--- src/twl_pkg.sv ---
// Package: constants and state types for the temperature window limit block.
// Assumes a 13-bit two's complement conversion result, 0.0625 C per LSB.
package twl_pkg;

	// ********************************************
	// Register selection codes
	// ********************************************
	localparam logic [2:0] TWL_SEL_TEMP = 3'h0;
	localparam logic [2:0] TWL_SEL_CFG = 3'h1;
	localparam logic [2:0] TWL_SEL_HYST = 3'h2;
	localparam logic [2:0] TWL_SEL_CRIT = 3'h3;
	localparam logic [2:0] TWL_SEL_LOW = 3'h4;
	localparam logic [2:0] TWL_SEL_HIGH = 3'h5;
	localparam logic [2:0] TWL_SEL_ID = 3'h7;

	// ********************************************
	// Field layout
	// ********************************************
	localparam int TWL_TMSB = 15;
	localparam int TWL_TLSB = 3;
	localparam int TWL_TW = 13;
	localparam int TWL_CW = 15;
	localparam int TWL_CFG_SHDN = 0;
	localparam int TWL_CFG_EVT = 1;
	localparam int TWL_CFG_CPOL = 2;
	localparam int TWL_CFG_APOL = 3;
	localparam int TWL_CFG_FQ = 4;
	localparam logic [2:0] TWL_LOW_ZERO = 3'h0;
	localparam logic [7:0] TWL_CFG_PAD = 8'h00;

	// ********************************************
	// Reset values
	// ********************************************
	localparam logic [15:0] TWL_RST_HYST = 16'h0100;
	localparam logic [15:0] TWL_RST_LOW = 16'h0500;
	localparam logic [15:0] TWL_RST_HIGH = 16'h2000;
	localparam logic [15:0] TWL_RST_CRIT = 16'h2800;
	localparam logic [7:0] TWL_RST_CFG = 8'h00;
	localparam logic [15:0] TWL_RDATA_NONE = 16'h0000;
	// Identification value is arbitrary
	localparam logic [15:0] TWL_MAKER_ID = 16'h5A3C;

	// Consecutive faults before a trip
	localparam logic [1:0] TWL_QUEUE_LAST = 2'h3;
	localparam int TWL_NCMP = 3;
	localparam int TWL_IDX_HIGH = 0;
	localparam int TWL_IDX_LOW = 1;
	localparam int TWL_IDX_CRIT = 2;

	typedef struct packed {
		logic [15:0] hyst;
		logic [15:0] low;
		logic [15:0] high;
		logic [15:0] crit;
		logic [7:0] cfg;
		logic [TWL_TW-1:0] temp;
		logic reeval;
		logic prev_hi;
		logic prev_lo;
		logic evt;
		logic [15:0] rdata;
	} twl_state_s;

	typedef struct packed {
		logic [1:0] cnt;
		logic flag;
	} twl_cmp_s;

endpackage

--- src/twl_cmp_if.sv ---
// Interface: one limit comparator and its controller.
// Assumes a single clock shared by both ends.
`timescale 1ns/1ps
interface twl_cmp_if;
	logic eval;
	logic [12:0] temp;
	logic [15:0] limit;
	logic [15:0] hyst;
	logic above;
	logic qen;
	logic flag;
	modport ctrl (output eval, temp, limit, hyst, above, qen, input flag);
	modport cmp (input eval, temp, limit, hyst, above, qen, output flag);
endinterface

--- src/twl_limit_alarm.sv ---
// Module: limit registers, comparisons and alarm outputs of the sensor.
// Assumes the serial bus front end decodes pointer and data into one-cycle
// read and write strobes, and the converter pulses temp_valid per result.
`timescale 1ns/1ps
module twl_limit_alarm
	import twl_pkg::*;
(
	input wire logic clk,
	input wire logic rst,
	input wire logic temp_valid,
	input wire logic [12:0] temp_value,
	input wire logic [2:0] reg_sel,
	input wire logic reg_wr,
	input wire logic [15:0] reg_wdata,
	input wire logic reg_rd,
	output logic [15:0] reg_rdata,
	output logic alert_out,
	output logic alert_oe,
	output logic critical_alarm_output,
	output logic critical_alarm_oe,
	output logic alert_active,
	output logic crit_active
);
	twl_state_s st_reg;
	twl_state_s st_next;
	logic [TWL_NCMP-1:0] flags;
	logic eval;
	logic shdn;
	logic evt_mode;
	logic evt_set;
	logic alert_lvl;
	logic crit_lvl;
	logic [15:0] lim_wdata;
	logic [2:0] status_bits;

	// ********************************************
	// Comparators
	// ********************************************
	twl_cmp_if u_if[TWL_NCMP] ();

	assign shdn = st_reg.cfg[TWL_CFG_SHDN];
	// Limit writes re-run the last result so a moved window acts at once
	assign eval = (temp_valid || st_reg.reeval) && !shdn;

	generate
		for (genvar i = 0; i < TWL_NCMP; i++) begin : g_cmp
			assign u_if[i].eval = eval;
			assign u_if[i].temp = st_reg.temp;
			assign u_if[i].hyst = st_reg.hyst;
			assign u_if[i].qen = st_reg.cfg[TWL_CFG_FQ];
			assign u_if[i].above = (i != TWL_IDX_LOW);
			assign u_if[i].limit = (i == TWL_IDX_HIGH) ? st_reg.high :
				(i == TWL_IDX_LOW) ? st_reg.low : st_reg.crit;
			assign flags[i] = u_if[i].flag;
			twl_trip_cmp u_cmp (
				.clk(clk),
				.rst(rst),
				.c(u_if[i])
			);
		end
	endgenerate

	// ********************************************
	// Registers and alert state
	// ********************************************
	assign evt_mode = st_reg.cfg[TWL_CFG_EVT];
	assign evt_set = (flags[TWL_IDX_HIGH] != st_reg.prev_hi) ||
		(flags[TWL_IDX_LOW] != st_reg.prev_lo);
	// Undefined low bits of a limit are stored as zero
	assign lim_wdata = {reg_wdata[TWL_TMSB:TWL_TLSB], TWL_LOW_ZERO};
	// Status bits in read order: critical, high, low
	assign status_bits = {flags[TWL_IDX_CRIT], flags[TWL_IDX_HIGH],
		flags[TWL_IDX_LOW]};

	always_comb begin
		st_next = st_reg;
		st_next.reeval = 1'b0;
		st_next.prev_hi = flags[TWL_IDX_HIGH];
		st_next.prev_lo = flags[TWL_IDX_LOW];
		if (temp_valid && !shdn) begin
			st_next.temp = temp_value;
		end
		if (reg_wr) begin
			case (reg_sel)
				TWL_SEL_CFG: st_next.cfg = reg_wdata[7:0];
				TWL_SEL_HYST: st_next.hyst = lim_wdata;
				TWL_SEL_CRIT: st_next.crit = lim_wdata;
				TWL_SEL_LOW: st_next.low = lim_wdata;
				TWL_SEL_HIGH: st_next.high = lim_wdata;
				default: st_next.cfg = st_reg.cfg;
			endcase
			st_next.reeval = (reg_sel != TWL_SEL_CFG) && (reg_sel != TWL_SEL_ID) &&
				(reg_sel != TWL_SEL_TEMP);
		end
		if (reg_rd) begin
			st_next.evt = 1'b0;
			case (reg_sel)
				TWL_SEL_TEMP: st_next.rdata = {st_reg.temp, status_bits};
				TWL_SEL_CFG: st_next.rdata = {TWL_CFG_PAD, st_reg.cfg};
				TWL_SEL_HYST: st_next.rdata = st_reg.hyst;
				TWL_SEL_CRIT: st_next.rdata = st_reg.crit;
				TWL_SEL_LOW: st_next.rdata = st_reg.low;
				TWL_SEL_HIGH: st_next.rdata = st_reg.high;
				TWL_SEL_ID: st_next.rdata = TWL_MAKER_ID;
				default: st_next.rdata = TWL_RDATA_NONE;
			endcase
		end
		// A new event beats a read in the same cycle
		if (evt_set && evt_mode) begin
			st_next.evt = 1'b1;
		end
		if (shdn) begin
			st_next.evt = 1'b0;
		end
	end

	always_ff @(posedge clk or posedge rst) begin
		if (rst) begin
			st_reg.hyst <= TWL_RST_HYST;
			st_reg.low <= TWL_RST_LOW;
			st_reg.high <= TWL_RST_HIGH;
			st_reg.crit <= TWL_RST_CRIT;
			st_reg.cfg <= TWL_RST_CFG;
			st_reg.temp <= '0;
			st_reg.reeval <= 1'b0;
			st_reg.prev_hi <= 1'b0;
			st_reg.prev_lo <= 1'b0;
			st_reg.evt <= 1'b0;
			st_reg.rdata <= TWL_RDATA_NONE;
		end else begin
			st_reg <= st_next;
		end
	end

	// ********************************************
	// Outputs
	// ********************************************
	// Open-drain: only the low level is driven, polarity picks it
	always_comb begin
		alert_active = evt_mode ? st_reg.evt :
			(flags[TWL_IDX_HIGH] || flags[TWL_IDX_LOW]) && !shdn;
		crit_active = flags[TWL_IDX_CRIT] && !shdn;
		alert_lvl = alert_active ? st_reg.cfg[TWL_CFG_APOL] :
			!st_reg.cfg[TWL_CFG_APOL];
		crit_lvl = crit_active ? st_reg.cfg[TWL_CFG_CPOL] :
			!st_reg.cfg[TWL_CFG_CPOL];
	end

	assign reg_rdata = st_reg.rdata;
	assign alert_out = 1'b0;
	assign alert_oe = !alert_lvl;
	assign critical_alarm_output = 1'b0;
	assign critical_alarm_oe = !crit_lvl;

	// ********************************************
	// Checks
	// ********************************************
	a_id_readback: assert property (@(posedge clk) disable iff (rst)
		reg_rd && reg_sel == TWL_SEL_ID |=> reg_rdata == TWL_MAKER_ID)
		else $error("identification readback wrong");
	a_limit_store: assert property (@(posedge clk) disable iff (rst)
		reg_wr && reg_sel == TWL_SEL_HIGH |=>
		st_reg.high == $past(lim_wdata))
		else $error("high limit not stored");
	a_low_store: assert property (@(posedge clk) disable iff (rst)
		reg_wr && reg_sel == TWL_SEL_LOW |=>
		st_reg.low[TWL_TLSB-1:0] == TWL_LOW_ZERO)
		else $error("low limit kept undefined bits");
	a_cmp_alert: assert property (@(posedge clk) disable iff (rst)
		!evt_mode && !shdn && (flags[TWL_IDX_HIGH] || flags[TWL_IDX_LOW]) |->
		alert_oe == !st_reg.cfg[TWL_CFG_APOL])
		else $error("comparator alert mismatch");
	a_cmp_idle: assert property (@(posedge clk) disable iff (rst)
		!evt_mode && !flags[TWL_IDX_HIGH] && !flags[TWL_IDX_LOW] |->
		alert_oe == st_reg.cfg[TWL_CFG_APOL])
		else $error("comparator alert active inside window");
	a_crit_apart: assert property (@(posedge clk) disable iff (rst)
		!evt_mode && flags[TWL_IDX_CRIT] && !flags[TWL_IDX_HIGH] &&
		!flags[TWL_IDX_LOW] |-> !alert_active)
		else $error("critical flag drove the alert");
	a_shdn_crit: assert property (@(posedge clk) disable iff (rst)
		shdn |-> !crit_active && critical_alarm_oe == st_reg.cfg[TWL_CFG_CPOL])
		else $error("critical alarm active in shutdown");
	a_evt_pin: assert property (@(posedge clk) disable iff (rst)
		evt_mode && st_reg.evt |-> alert_oe == !st_reg.cfg[TWL_CFG_APOL])
		else $error("event alert not on pin");
	a_evt_mode_only: assert property (@(posedge clk) disable iff (rst)
		!evt_mode && !st_reg.evt |=> !st_reg.evt)
		else $error("event latch set in comparator style");
	a_temp_capture: assert property (@(posedge clk) disable iff (rst)
		temp_valid && !shdn |=> st_reg.temp == $past(temp_value))
		else $error("conversion result not stored");
	a_rd_status: assert property (@(posedge clk) disable iff (rst)
		reg_rd && reg_sel == TWL_SEL_TEMP |=>
		reg_rdata == {$past(st_reg.temp), $past(status_bits)})
		else $error("temperature readback wrong");
	a_evt_hold: assert property (@(posedge clk) disable iff (rst)
		evt_mode && st_reg.evt && !reg_rd && !st_next.cfg[TWL_CFG_SHDN] &&
		!shdn |=> st_reg.evt)
		else $error("event alert dropped without read");
	a_evt_read_clr: assert property (@(posedge clk) disable iff (rst)
		reg_rd && !evt_set && !reg_wr |=> !st_reg.evt)
		else $error("read did not clear event alert");
	a_evt_on_change: assert property (@(posedge clk) disable iff (rst)
		evt_mode && !shdn && evt_set |=> st_reg.evt)
		else $error("flag change gave no event");
	a_crit_pin: assert property (@(posedge clk) disable iff (rst)
		crit_active |-> critical_alarm_oe == !st_reg.cfg[TWL_CFG_CPOL])
		else $error("critical pin level wrong");
endmodule

--- src/twl_trip_cmp.sv ---
// Module: one trip comparator with hysteresis and fault queue.
// Assumes eval is a one-cycle pulse with temp and limits stable.
`timescale 1ns/1ps
module twl_trip_cmp
	import twl_pkg::*;
(
	input wire logic clk,
	input wire logic rst,
	twl_cmp_if.cmp c
);
	twl_cmp_s st_reg;
	twl_cmp_s st_next;
	logic signed [TWL_CW-1:0] t_s;
	logic signed [TWL_CW-1:0] l_s;
	logic signed [TWL_CW-1:0] h_s;
	logic signed [TWL_CW-1:0] back_s;
	logic set_c;
	logic clr_c;

	// ********************************************
	// Threshold arithmetic
	// ********************************************
	// Two guard bits keep limit +/- hysteresis from wrapping
	always_comb begin
		t_s = TWL_CW'(signed'(c.temp));
		l_s = TWL_CW'(signed'(c.limit[TWL_TMSB:TWL_TLSB]));
		h_s = TWL_CW'(signed'(c.hyst[TWL_TMSB:TWL_TLSB]));
		back_s = c.above ? (l_s - h_s) : (l_s + h_s);
		set_c = c.above ? (t_s > l_s) : (t_s < l_s);
		clr_c = c.above ? (t_s < back_s) : (t_s > back_s);
	end

	always_comb begin
		st_next = st_reg;
		if (c.eval) begin
			if (set_c) begin
				if (!c.qen || st_reg.cnt == TWL_QUEUE_LAST) begin
					st_next.flag = 1'b1;
				end else begin
					st_next.cnt = st_reg.cnt + 2'h1;
				end
			end else begin
				st_next.cnt = 2'h0;
				if (clr_c) begin
					st_next.flag = 1'b0;
				end
			end
		end
	end

	always_ff @(posedge clk or posedge rst) begin
		if (rst) begin
			st_reg <= '0;
		end else begin
			st_reg <= st_next;
		end
	end

	assign c.flag = st_reg.flag;

	a_trip_direct: assert property (@(posedge clk) disable iff (rst)
		c.eval && set_c && !c.qen |=> c.flag)
		else $error("flag not set on direct trip");
	a_trip_release: assert property (@(posedge clk) disable iff (rst)
		c.eval && !set_c && clr_c |=> !c.flag)
		else $error("flag not cleared past hysteresis");
	a_queue_four: assert property (@(posedge clk) disable iff (rst)
		$rose(c.flag) |-> !$past(c.qen) || $past(st_reg.cnt) == TWL_QUEUE_LAST)
		else $error("flag set before four faults");
endmodule
--- config.mk ---
export PLATFORM = sky130hd
export DESIGN_NAME = twl_limit_alarm
export DESIGN_NICKNAME = d
export VERILOG_FILES = /design/src/twl_pkg.sv /design/src/twl_cmp_if.sv /design/src/twl_limit_alarm.sv /design/src/twl_trip_cmp.sv
export SDC_FILE = /design/constraint.sdc
export NUM_CORES = 1
export LEC_CHECK = 0
export ABC_AREA = 1
export BUFFER_PORTS_ARGS = -buffer_cell sky130_fd_sc_hd__buf_2
export CAP_MARGIN = 20
export CORE_ASPECT_RATIO = 0.7
export CORE_MARGIN = 1
export CORE_UTILIZATION = 40
export CTS_BUF_LIST = sky130_fd_sc_hd__clkbuf_16
export DETAILED_ROUTE_END_ITERATION = 8
export PLACE_DENSITY_LB_ADDON = 0.1
export SYNTH_ARGS = -nofsm -noshare
export SYNTH_HDL_FRONTEND = slang
export SYNTH_HIERARCHICAL = 1
export SYNTH_SLANG_ARGS = --single-unit
--- constraint.sdc ---
create_clock -name clk -period 5.15 [get_ports clk]
set_input_delay 1.03 -clock clk [delete_from_list [all_inputs] [get_ports clk]]
set_output_delay 1.03 -clock clk [all_outputs]
set_load 0.05 [all_outputs]
==> impl_metrics.tcl <==
set metrics [dict create \
    initial_core_util_pct 41.5 \
    core.rowCount 47 \
    stdcell_count 1752 \
    ctsHtreeMaxLevel 3 \
    finalCritPeriodShare_pct 82.3 \
    clock_skew_ns 0.0153 \
    dr.pass1.iters 5 \
    cp.required_ns 5.43 \
    syn_avg_cell_area_sq_um 7.16 \
    nets 1595 \
    cts.path.max_buffers 2 \
    critical_path_class "register to register" \
    yosysWarnings 6 \
    cts.reportedPaths.clkPinSlew_ns 0.09 \
    synth_top_cell_by_area "dfrtp_1" \
    cts-resized-gates 0 \
    die_width_um 191 \
    drc_errors 0 \
    fin_crit_ns 4.24 \
    path_delay_family "simple AND/OR/NAND/NOR gates" \
    grt_pass1_wl_um 48400 \
    slew_viol_final 0 \
    die_h_um 134 \
    cp_max_fo 8 \
    pin_count 59 \
    endpoint_kind "register" \
    antenna_found_initial 0 \
    grt.total_usage_pct 25.6 \
    postCtsSetupRepairBufs 0 \
    synth_edf_count 0 \
    dp.cells 1736 \
    largest_reg_flops 39 \
    drt-vias-per-instance 5.14 \
    cts_tree "done" \
    grt_pass1_vias 8213 \
    grt_max_degree 65 \
    async_flop_share_pct 100 \
    hold_buffers 0 \
    critPathBufInv 5 \
    antenna_cells 0 \
    rsz0062_at_grt "false" \
    clkSinkCount 102 \
    leakage_uw 0.00591 \
    synth_seq_cells 102 \
    maxCapViolations 0 \
    core_region_area_sq_um 24100 \
    drtAntennaViolNets 0 \
    synth_area_leaders "dfrtp_1 24%, ha_1 16%, nand2_1 14%" \
    place.gp.congestion 0.875 \
    powerDensity_nw_per_um2 536 \
    cts_buffers 9 \
    slew_headroom_pct 39.9 \
    hpwl_um 24800 \
    start_kind "register" \
    setup_tns_ns 0 \
    setup_viol 0 \
    clk_latency_ns 0.38 \
    worstMarginPinSlew_ns 0.899 \
    numPortBuffers 56 \
    drive_gt1_share_pct 11.0 \
    fp.dieArea_sq_um 25600 \
    overflow 0 \
    vdd_drop_max_v 0.000272 \
    yosysSeqAreaShare_pct 25.6 \
    cp_common_cell "nand2_1" \
    root_buffer "clkbuf_16" \
    crit_path_top_delay_cell "dfrtp_1" \
    synth_cells 1395 \
    syn_area_sq_um 9980 \
    wl_per_cell_um 18.2 \
    ys_types 47 \
    status "complete, no violations" \
    yosysMostFrequentCell "nand2_1" \
    wl_um 32000 \
    hold_viol_final 0 \
    max_stage_delay_ns 0.59 \
    synth_top_area_share_pct 24.1 \
    yosys-top-cells-count "363 x nand2_1, 214 x inv_1, 126 x ha_1" \
    max_freq_ghz 0.236 \
    hp-class "register to register" \
    syn_to_final_growth_pct 7.92 \
    dr_total_vias 9001 \
    drt_first_iter_violations 789 \
    ys.flop_type "dfrtp_1" \
    cp_data_arrival_time_ns 4.51 \
]
-- where the power goes --
part	total (uW)	internal (uW)	leakage, uW	switching (uW)
registers	1490	990	0.00127	500
logic	3470	1330	0.00448	2140
clock network	818	444	0.000170	374
-- metrics by stage --
step	cell area [sq um]	power [uW]	hold WS, ns	util [%]	setup slack (ns)
2_1_floorplan	10000	4000	0.420	-	1.55
3_3_place_gp	10400	4900	0.437	43.3	1.05
3_5_place_dp	10400	4920	0.435	43.3	0.946
4_1_cts	10800	5770	0.437	44.8	0.920
5_1_grt	10800	6340	0.443	44.8	0.508
6_report	10800	5770	0.432	44.8	0.911
-- final timing paths --
kind / slack (ns) / endpoint / depth (start not counted) / startpoint
worst max-delay path: 0.91 / g_cmp[1].u_cmp/c.flag$_DFFE_PP0P_ / 30 / u_if[0].hyst[3]$_DFFE_PP0P_
worst min-delay path: 0.43 / st_reg[16]$_DFFE_PP0P_ / 1 / shdn$_DFFE_PP0P_
worst max register to register: 0.91 / g_cmp[1].u_cmp/c.flag$_DFFE_PP0P_ / 30 / u_if[0].hyst[3]$_DFFE_PP0P_
worst min register to register: 0.43 / st_reg[16]$_DFFE_PP0P_ / 1 / shdn$_DFFE_PP0P_
max in group asynchronous: 3.35 / reg_rdata[5]$_DFFE_PP0P_ / 3 / rst
min in group asynchronous: 0.58 / g_cmp[1].u_cmp/c.flag$_DFFE_PP0P_ / 2 / rst
-- kinds of logic (layout without fill, tap and decap cells) --
logic type,count (synthesis),count (layout),share of synthesized area [%]
other,2,14,0.0752
DFF,102,102,25.6
and+or+nand+nor,583,583,25.1
AOI/OAI and AO/OA,211,211,13.0
muxes,13,13,1.47
adders and majority gates,129,129,16.4
xor gates and xnor gates,76,76,6.67
buffers and inverters,279,306,11.7
-- layout by cell type (no fill, tap or decap), types with 10 or more instances in the layout --
master | Yosys | routed
nand2_1 | 363 | 363
inv_1 | 214 | 213
ha_1 | 126 | 126
dfrtp_1 | 96 | 96
nand3_1 | 90 | 90
o21ai_1 | 80 | 80
xor2_1 | 61 | 61
a21oi_1 | 59 | 59
nor2_1 | 58 | 58
buf_2 | 14 | 56
nand4_1 | 35 | 35
inv_2 | 18 | 18
o21ai_0 | 15 | 15
xnor2_1 | 15 | 15
conb_1 | 2 | 14
o21ai_2 | 12 | 12
nand2_2 | 11 | 11
nor2_2 | 10 | 10
-- worst reg2reg max path: cells and delay by family, from the launching register on --
kind                     cells  cell delay, ns
flip-flops                   1            0.59
AND/OR/NAND/NOR             16            1.37
AO/OA/AOI/OAI                5            0.84
adder cells (fa/ha/maj)      3            0.87
XOR/XNOR                     1            0.16
buffers and inverters        5            0.33
-- layout make-up --
class / instances / area [sq um]
Multi-Input combinational cell: 1026 / 6300
Inverter: 233 / 877
Fill cell: 2464 / 13300
Timing Repair Buffer: 57 / 288
Tap cell: 318 / 398
Clock inverter: 7 / 124
Clock buffer: 9 / 225
Sequential cell: 102 / 2560
-- per-layer routing --
layer | vias to the layer above | share of wire (%) | track usage (%)
li1 | 4571 | - | -
met1 | 4122 | 50 | 38.5
met2 | 278 | 41 | 37.2
met3 | 30 | 7.3 | 5.13
met4 | 0 | 1.6 | 5.56
met5 | - | 0 | 0
No activity file was read; power rests on OpenSTA's default activity.
